File: src/rtl/tlct_pkg.sv
/*
 * shared constants and types of the traffic light cycle timer:
 * cycle figures, timing constants, view selection and the state record.
 * assumes one system clock; figures below are in seconds, nanoseconds or clock cycles.
 */
package tlct_pkg;

    // ************************************************************
    // cycle figures
    // ************************************************************
    localparam int          SLOT_SECONDS  = 20;
    localparam int          CYCLE_SECONDS = 80;
    localparam int          YELLOW_AT     = 15;
    localparam logic [4:0]  BASE_RST      = 5'h14;
    localparam logic [4:0]  BASE_LAST     = 5'h01;
    localparam logic [1:0]  PHASE_RST     = 2'h0;
    localparam logic [6:0]  TIMER_RST     = 7'h00;
    localparam logic [6:0]  SLOT_STEP     = 7'h14;

    // ************************************************************
    // timing
    // ************************************************************
    localparam longint      SECOND_NS     = 1000000000;
    localparam longint      SCAN_NS       = 1000000;
    localparam longint      CLK_PERIOD_NS = 4;
    localparam int          TICK_CYCLES   = int'(SECOND_NS / CLK_PERIOD_NS);
    localparam int          SCAN_CYCLES   = int'(SCAN_NS / CLK_PERIOD_NS);
    localparam int          DIV_W         = 28;
    localparam int          SCAN_W        = 20;

    // ************************************************************
    // direction numbering and view selection
    // ************************************************************
    localparam logic [1:0]  DIR_N = 2'h0;
    localparam logic [1:0]  DIR_E = 2'h1;
    localparam logic [1:0]  DIR_S = 2'h2;
    localparam logic [1:0]  DIR_W = 2'h3;

    typedef enum logic [2:0] {
        VIEW_NONE,
        VIEW_N,
        VIEW_E,
        VIEW_S,
        VIEW_W
    } tlct_view_t;

    typedef struct packed {
        logic [6:0] segs;
        logic [1:0] digit_en;
    } tlct_disp_t;

    typedef struct packed {
        logic [3:0] green;
        logic [3:0] yellow;
        logic [3:0] red;
    } tlct_lights_t;

    typedef struct packed {
        logic [DIV_W-1:0]  div;
        logic [4:0]        base;
        logic [1:0]        phase;
        tlct_view_t        view;
        logic [6:0]        timer;
        logic [SCAN_W-1:0] scan;
        logic              digit_sel;
        tlct_disp_t        disp;
        tlct_lights_t      lights;
    } tlct_state_t;

endpackage : tlct_pkg

File: src/rtl/tlct_bcd_rom.sv
/*
 * binary to two-digit decimal lookup for values 0 to 99, registered read.
 * assumes a synchronous reset copy and a clock enable from the parent.
 */
`timescale 1ns/1ns
`default_nettype none

module tlct_bcd_rom
(
    input  wire logic       clk,
    input  wire logic       rst_n,
    input  wire logic       ce,
    input  wire logic [6:0] addr,
    output var  logic [7:0] rd_data
);

    // ************************************************************
    // table
    // ************************************************************
    function automatic logic [7:0] to_bcd(input logic [6:0] v);
        logic [3:0] tens;
        logic [6:0] rest;
        tens = 4'h0;
        rest = v;
        for (int i = 0; i < 12; i++)
        begin
            if (rest >= 7'h0a)
            begin
                rest = rest - 7'h0a;
                tens = tens + 4'h1;
            end
        end
        return {tens, rest[3:0]};
    endfunction : to_bcd

    // exact for codes 0 to 99, so no hand-typed entry can slip
    always_ff @(posedge clk or negedge rst_n)
    begin
        if (!rst_n)
            rd_data <= 8'h00;
        else if (ce)
            rd_data <= to_bcd(addr);
    end

endmodule : tlct_bcd_rom
`default_nettype wire

File: src/rtl/tlct_top.sv
/*
 * traffic light cycle timer: shared one-second countdown, rotating
 * direction offsets, light outputs and a multiplexed two-digit display.
 * assumes buttons and ce synchronous to clk, buttons active high.
 */
`timescale 1ns/1ns
`default_nettype none

// What this block does
// with no view chosen after reset both display digits show zero.
// a north view chosen at reset starts at count 14 hex, shown as 20.
// an east view chosen at reset starts at count 50 hex, shown as 80.
// a south view chosen at reset starts at count 3c hex, shown as 60.
// a west view chosen at reset starts at count 28 hex, shown as 40.
// the binary count is shown as decimal through an exact lookup.
// the shown timer drops by exactly one per step from 80 to 1, then wraps to 80, never skipping.
// each direction's count is the shared base plus its own offset.
// offsets change every 20 seconds, rotating through 0, 60, 40, 20.
// neighbouring offsets and successive offsets differ by 20.
// green at 20, yellow at 15, red when the slot ends, each 80 s.
// the one-second steps are derived from the input clock.
// each digit enable is on only while its digit is on the bus.
// the user picks the shown direction with one of four buttons.
// reset loads base count 20 and clears the offset phase and view selection.
// a divided one-second tick advances the base count.
module tlct_top
#(
    parameter int TICK_CYCLES = tlct_pkg::TICK_CYCLES,
    parameter int SCAN_CYCLES = tlct_pkg::SCAN_CYCLES
)
(
    input  wire logic       clk,
    input  wire logic       rstn,
    input  wire logic       ce,
    input  wire logic       view_button_n,
    input  wire logic       view_button_e,
    input  wire logic       view_button_s,
    input  wire logic       view_button_w,
    output var  logic [6:0] seg_data,
    output var  logic [1:0] digit_en,
    output var  logic [7:0] count_hex,
    output var  logic [3:0] light_green,
    output var  logic [3:0] light_yellow,
    output var  logic [3:0] light_red
);

    // ************************************************************
    // reset release
    // ************************************************************
    logic [1:0] rst_sync_reg;
    logic       rst_n;

    always_ff @(posedge clk or negedge rstn)
    begin
        if (!rstn)
            rst_sync_reg <= 2'b00;
        else
            rst_sync_reg <= {rst_sync_reg[0], 1'b1};
    end

    assign rst_n = rst_sync_reg[1];

    // ************************************************************
    // helpers
    // ************************************************************
    // offset rank: north 0, west 1, south 2, east 3 at phase 0
    function automatic logic [6:0] dir_value(input logic [4:0] base,
                                             input logic [1:0] phase,
                                             input logic [1:0] dir);
        logic [1:0] rank;
        logic [6:0] offs;
        rank = 2'(2'h0 - dir - phase);
        offs = 7'(rank * tlct_pkg::SLOT_STEP);
        return 7'(base) + offs; // see R8
    endfunction : dir_value

    // active-high gfedcba
    function automatic logic [6:0] seg_of(input logic [3:0] d);
        unique case (d)
            4'h0:    return 7'h3f;
            4'h1:    return 7'h06;
            4'h2:    return 7'h5b;
            4'h3:    return 7'h4f;
            4'h4:    return 7'h66;
            4'h5:    return 7'h6d;
            4'h6:    return 7'h7d;
            4'h7:    return 7'h07;
            4'h8:    return 7'h7f;
            4'h9:    return 7'h6f;
            default: return 7'h00;
        endcase
    endfunction : seg_of

    // ************************************************************
    // state
    // ************************************************************
    tlct_pkg::tlct_state_t st_reg;
    tlct_pkg::tlct_state_t st_next;
    logic [7:0]            bcd;
    logic                  tick;
    logic                  scan_wrap;
    logic [6:0]            dval [4];

    tlct_bcd_rom u_rom
    (
        .clk     (clk),
        .rst_n   (rst_n),
        .ce      (ce),
        .addr    (st_reg.timer),
        .rd_data (bcd)
    );

    assign tick      = (st_reg.div == tlct_pkg::DIV_W'(TICK_CYCLES - 1));
    assign scan_wrap = (st_reg.scan == tlct_pkg::SCAN_W'(SCAN_CYCLES - 1));

    always_comb
    begin
        for (int d = 0; d < 4; d++)
            dval[d] = dir_value(st_reg.base, st_reg.phase, 2'(d));
    end

    always_comb
    begin
        st_next = st_reg;

        // one-second divider
        st_next.div = tick ? '0 : st_reg.div + 1'b1; // see R12
        if (tick)
        begin
            if (st_reg.base == tlct_pkg::BASE_LAST)
            begin
                // wraps from 1 to 20 while offsets step down by one slot
                st_next.base  = tlct_pkg::BASE_RST; // see R7
                st_next.phase = st_reg.phase + 2'h1; // see R9
            end
            else
                st_next.base = st_reg.base - 5'h01;
        end

        // a pressed button sets the view, north before east, south, west; a button held through reset counts on release
        if (view_button_n)
            st_next.view = tlct_pkg::VIEW_N;
        else if (view_button_e)
            st_next.view = tlct_pkg::VIEW_E;
        else if (view_button_s)
            st_next.view = tlct_pkg::VIEW_S;
        else if (view_button_w)
            st_next.view = tlct_pkg::VIEW_W;

        unique case (st_reg.view)
            tlct_pkg::VIEW_NONE: st_next.timer = tlct_pkg::TIMER_RST;
            tlct_pkg::VIEW_N:    st_next.timer = dval[tlct_pkg::DIR_N];
            tlct_pkg::VIEW_E:    st_next.timer = dval[tlct_pkg::DIR_E];
            tlct_pkg::VIEW_S:    st_next.timer = dval[tlct_pkg::DIR_S];
            tlct_pkg::VIEW_W:    st_next.timer = dval[tlct_pkg::DIR_W];
            default:             st_next.timer = tlct_pkg::TIMER_RST;
        endcase

        // lights per direction
        for (int d = 0; d < 4; d++)
        begin
            st_next.lights.green[d]  = (dval[d] > 7'(tlct_pkg::YELLOW_AT))
                && (dval[d] <= 7'(tlct_pkg::SLOT_SECONDS));
            st_next.lights.yellow[d] = (dval[d] <= 7'(tlct_pkg::YELLOW_AT));
            st_next.lights.red[d]    = (dval[d] > 7'(tlct_pkg::SLOT_SECONDS));
        end

        // digit multiplex: data and enable change on the same edge
        st_next.scan = scan_wrap ? '0 : st_reg.scan + 1'b1;
        if (scan_wrap)
            st_next.digit_sel = ~st_reg.digit_sel;
        st_next.disp.segs = st_reg.digit_sel ? seg_of(bcd[7:4])
                                             : seg_of(bcd[3:0]);
        st_next.disp.digit_en = st_reg.digit_sel ? 2'b10 : 2'b01;
    end

    always_ff @(posedge clk or negedge rst_n)
    begin
        if (!rst_n)
        begin
            st_reg                 <= '0;
            st_reg.base            <= tlct_pkg::BASE_RST;
            st_reg.phase           <= tlct_pkg::PHASE_RST;
            st_reg.view            <= tlct_pkg::VIEW_NONE;
            st_reg.timer           <= tlct_pkg::TIMER_RST;
            st_reg.disp.segs       <= 7'h3f;
            st_reg.disp.digit_en   <= 2'b01;
        end
        else if (ce)
            st_reg <= st_next;
    end

    // ************************************************************
    // outputs
    // ************************************************************
    // count_hex mirrors the timer flop so the hex count and the
    // decimal digits can be compared side by side
    assign seg_data     = st_reg.disp.segs;
    assign digit_en     = st_reg.disp.digit_en;
    assign count_hex    = {1'b0, st_reg.timer};
    assign light_green  = st_reg.lights.green;
    assign light_yellow = st_reg.lights.yellow;
    assign light_red    = st_reg.lights.red;

endmodule : tlct_top
`default_nettype wire

File: config.mk
export PLATFORM = sky130hd
export DESIGN_NAME = tlct_top
export DESIGN_NICKNAME = d
export VERILOG_FILES = /design/src/rtl/tlct_pkg.sv /design/src/rtl/tlct_bcd_rom.sv /design/src/rtl/tlct_top.sv
export SDC_FILE = /design/constraint.sdc
export NUM_CORES = 1
export LEC_CHECK = 0
export BUFFER_PORTS_ARGS = -buffer_cell sky130_fd_sc_hd__buf_2
export CORE_UTILIZATION = 45
export CTS_CLUSTER_SIZE = 20
export DETAILED_ROUTE_END_ITERATION = 10
export HOLD_SLACK_MARGIN = 0.06
export PLACE_DENSITY = 0.72
export SLEW_MARGIN = 10
export SYNTH_ARGS = -nofsm -noshare
export SYNTH_HDL_FRONTEND = slang
export SYNTH_SLANG_ARGS = --single-unit
export TNS_END_PERCENT = 100
File: constraint.sdc
create_clock -name clk -period 3.12 [get_ports clk]
set_input_delay 0.312 -clock clk [delete_from_list [all_inputs] [get_ports clk]]
set_output_delay 0.312 -clock clk [all_outputs]
set_load 0.02 [all_outputs]
==> impl_summary.txt <==
----------------------------------------------------
[Outcome]
  Result of the run ... finished with violations
  Failing checks ... negative setup slack

[Critical path]
  Critical path peak fanout ... 6
  Kind of launch point of the worst setup path ... flip-flop
  CP max-delay cell ... sky130_fd_sc_hd__or3_4
  Beginning of the critical path ... count_hex[2]$_DFFE_PN0P_
  Required time of the worst setup path ... between 3000 and 4000 ps
  Most Frequent Cell on Critical Path ... sky130_fd_sc_hd__ha_4
  Worst path bufs/invs ... 3
  Data arrival time of the critical path ... between 7000 and 8000 ps
  Critical path's largest stage delay ... between 400 and 500 ps
  Kind of capture point of the worst setup path ... flip-flop
  Crit Reg-Reg Startpoint ... count_hex[2]$_DFFE_PN0P_
  Classification of the worst setup path ... flip-flop to flip-flop
  Cell type group with the largest total delay on the critical path ... multiplexers

[STA]
  Final Skew ... around 6.8 ps
  Final number of setup-violating endpoints ... 7
  Final clock period utilization by the worst path ... 233.8%
  Max-slew headroom ... 37.56%
  Final Hold Violating Endpoints ... 0
  Achievable frequency ... about 140 MHz
  Final total negative setup slack ... -28040 ps
  Worst-margin pin slew ... a little over 900 ps
  Unrepaired setup endpoints after global routing ... true
  Worst Hold Margin ... 174.7 ps
  Number of slew-limit violations in the final report ... 0
  Final worst setup slack ... -4173 ps
  Crit path time final ... 7293 ps

[Placed design]
  Final estimated routing congestion in global placement ... around 0.90
  Post-DP HPWL ... about 17000 um
  Total instance count after detailed placement ... approximately 1400
  I/O Buffers ... 34

[CTS]
  TritonCTS buffer count ... 9
  Total number of clock tree sinks ... 97
  Master cell of the clock root buffer ... sky130_fd_sc_hd__clkbuf_16
  Clock-pin slew of the registers on the worst-case setup and hold paths ... approximately 70 ps
  H-tree level count ... 3
  Insertion delay to the later sink of the worst-skew pair ... around 350 ps
  Clock tree from TritonCTS ... built
  Number of buffers on the longest clock path ... 2

[Synthesis]
  Most frequently used flop master after synthesis ... sky130_fd_sc_hd__dfrtp_1
  Number of flops mapped to enable cells by yosys ... 0
  Async set or reset register ratio after synthesis ... 100.0%
  Seq/Total Area, Yosys ... between 20 and 30%
  Warning count from the yosys run ... 0
  Area of the mapped netlist ... approximately 0.0085 mm^2
  Post-synthesis register bit count ... 97
  Post-Syn Nets ... ~1100
  Unique masters post-synth ... just over 100
  Mean post-synth cell area ... 8.424 um^2
  Cells after Synth ... around 1000

[Finish]
  Final cell count without fillers ... about 1500
  Largest register FFs ... slightly below 60
  Area used by multi-input combinational logic ... roughly 0.0065 mm^2
  Area added between synthesis and finish ... 37.45%
  Most common library cell in the layout ignoring fill and taps ... sky130_fd_sc_hd__buf_4
  Commonest non-fill, non-tap cells in the layout ... sky130_fd_sc_hd__buf_4 (232), sky130_fd_sc_hd__nand2_1 (86), sky130_fd_sc_hd__dfrtp_1 (86), sky130_fd_sc_hd__nor2_1 (76), sky130_fd_sc_hd__a21oi_1 (53)
  Fraction of layout cells with a size suffix above 1 ... a little under two fifths
  Antenna cells ... 0
  Sequential standard cell area ... roughly 0.0024 mm^2
  Number of nets in the layout ... roughly 1300
  Total of fill cells in the finished design ... between 1000 and 1500

[Die]
  Placeable core region ... about 0.018 mm^2
  Horizontal extent of the die ... about 140 um
  Number of rows created at floorplan ... 49
  Number of top-level pins ... 36
  Effective utilization at floorplan ... around 47%
  Die Y-Extent ... between 100 and 150 um
  Die Area ... 0.01952 mm^2

[Routing]
  Routed Antenna Nets ... 0
  Number of search-and-repair iterations in the first detailed-routing pass ... 7
  Total wirelength of the detailed-routed design ... between 20000 and 25000 um
  Mean routed wirelength per cell ... 16.45 um
  Detailed-route DRC error count ... 0
  Via Count ... approximately 8500
  Routed vias/inst ... around 5.8
  Number of DRC markers after the initial detailed-route iteration ... about 490

[Global route]
  Wire length of the first global-routing pass ... around 40000 um
  Final global-route overflow total ... 0
  Via count of the first global-routing pass ... between 8000 and 9000
  Global router's overall resource usage ... 24.04%
  Pin count of the biggest net entering global routing ... 50
  Number of antenna violations at the first check in global routing ... 0

[Hold path]
  Path category of the worst min-delay check ... input port to flip-flop
  Worst hold start ... view_button_n

[Flow run]
  Reported max-cap violation count ... 0

----------------------------------------------------
cell families (layout without fill, tap and decap cells):
group | Yosys count | in the layout | share of synthesized area (%)
buf+inv | 101 | 336 | 6.100
mux | 26 | 26 | 3.299
compound gates | 278 | 279 | 23.49
flops | 97 | 97 | 28.58
other cells | 2 | 2 | 0.08801
simple gates | 375 | 375 | 21.98
xor+xnor | 88 | 88 | 9.370
fa+ha+maj | 46 | 46 | 7.097
synthesized netlist by cell type (5+ instances only):
cell type / count / area share, %
sky130_fd_sc_hd__a211o_1: 5 / 0.51
sky130_fd_sc_hd__a211oi_1: 5 / 0.44
sky130_fd_sc_hd__a21o_1: 8 / 0.70
sky130_fd_sc_hd__a21oi_1: 66 / 3.9
sky130_fd_sc_hd__a31oi_1: 8 / 0.59
sky130_fd_sc_hd__and2_1: 7 / 0.51
sky130_fd_sc_hd__and3_1: 13 / 0.95
sky130_fd_sc_hd__buf_2: 6 / 0.35
sky130_fd_sc_hd__buf_4: 29 / 2.6
sky130_fd_sc_hd__clkbuf_1: 21 / 0.92
sky130_fd_sc_hd__dfrtp_1: 88 / 26
sky130_fd_sc_hd__dfstp_2: 9 / 2.8
sky130_fd_sc_hd__ha_1: 42 / 6.2
sky130_fd_sc_hd__inv_1: 38 / 1.7
sky130_fd_sc_hd__mux2_2: 10 / 1.3
sky130_fd_sc_hd__mux2i_1: 14 / 1.6
sky130_fd_sc_hd__nand2_1: 96 / 4.2
sky130_fd_sc_hd__nand2b_1: 8 / 0.59
sky130_fd_sc_hd__nand3_1: 46 / 2.7
sky130_fd_sc_hd__nand4_1: 19 / 1.4
sky130_fd_sc_hd__nor2_1: 86 / 3.8
sky130_fd_sc_hd__nor2b_1: 12 / 0.88
sky130_fd_sc_hd__nor3_1: 28 / 1.6
sky130_fd_sc_hd__nor3b_1: 9 / 0.79
sky130_fd_sc_hd__nor4_1: 8 / 0.59
sky130_fd_sc_hd__o211ai_1: 11 / 0.97
sky130_fd_sc_hd__o21a_1: 12 / 1.1
sky130_fd_sc_hd__o21ai_0: 57 / 3.3
sky130_fd_sc_hd__o22ai_1: 6 / 0.44
sky130_fd_sc_hd__o2bb2ai_1: 7 / 0.72
sky130_fd_sc_hd__o31ai_1: 9 / 0.79
sky130_fd_sc_hd__or3_1: 13 / 0.95
sky130_fd_sc_hd__xnor2_1: 56 / 5.7
sky130_fd_sc_hd__xor2_1: 29 / 3.0
path summary, 6_finish.rpt:
kind,end,slack [ps],cells after the start
min in group asynchronous,rst_sync_reg[1]$_DFF_PN0_,270,2
worst max-delay path,u_rom.rd_data[7]$_DFFE_PN0P_,-4170,32
max in group asynchronous,seg_data[1]$_DFFE_PN1P_,2020,1
worst min-delay path,st_reg[50]$_DFFE_PN0P_,170,2
worst max register to register,u_rom.rd_data[7]$_DFFE_PN0P_,-4170,32
worst min register to register,st_reg[82]$_DFFE_PN0P_,300,0
stage by stage:
| stage | area [um^2] | worst slack (ps) | util, % |
|---|---|---|---|
| final | 11730 | -4173 | 64.20 |
| after global routing | 11730 | -4459 | 64.20 |
| after CTS | 11400 | -4023 | 62.40 |
| after detailed placement | 10490 | -4272 | 57.40 |
| after global placement | 10490 | -4124 | 57.40 |
| after floorplan | 8900 | -4232 | - |
what timing repair did:
item                                    4_1_cts  5_1_grt
endpoints found under the setup margin        7        7
cloned                                        1        0
resized for setup                            75       46
hold endpoints to repair                      2        0
hold buffers                                  1        0
pin swaps                                    59       48
buffers inserted                             31       15
area by class of cell:
class                           count  share of cell area (%)
Clock inverter                      7                  0.5227
Clock buffer                        9                   1.920
Tap cell                          229                   2.443
Multi-Input combinational cell    816                   55.14
Timing Repair Buffer              282                   17.90
Sequential cell                    97                   20.83
Inverter                           38                   1.237
per-layer routing:
layer  track usage, %  routed length, um  up-vias
li1                 -                  -     4140
met1            31.43              10840     4110
met2            42.00              11850      238
met3            2.030                902       51
met4            7.345                716        0
met5                0                  0        -
Power is left out: the tool's default activity adds up to more than one toggle a clock period on the data nets, which glitch-free logic cannot reach.
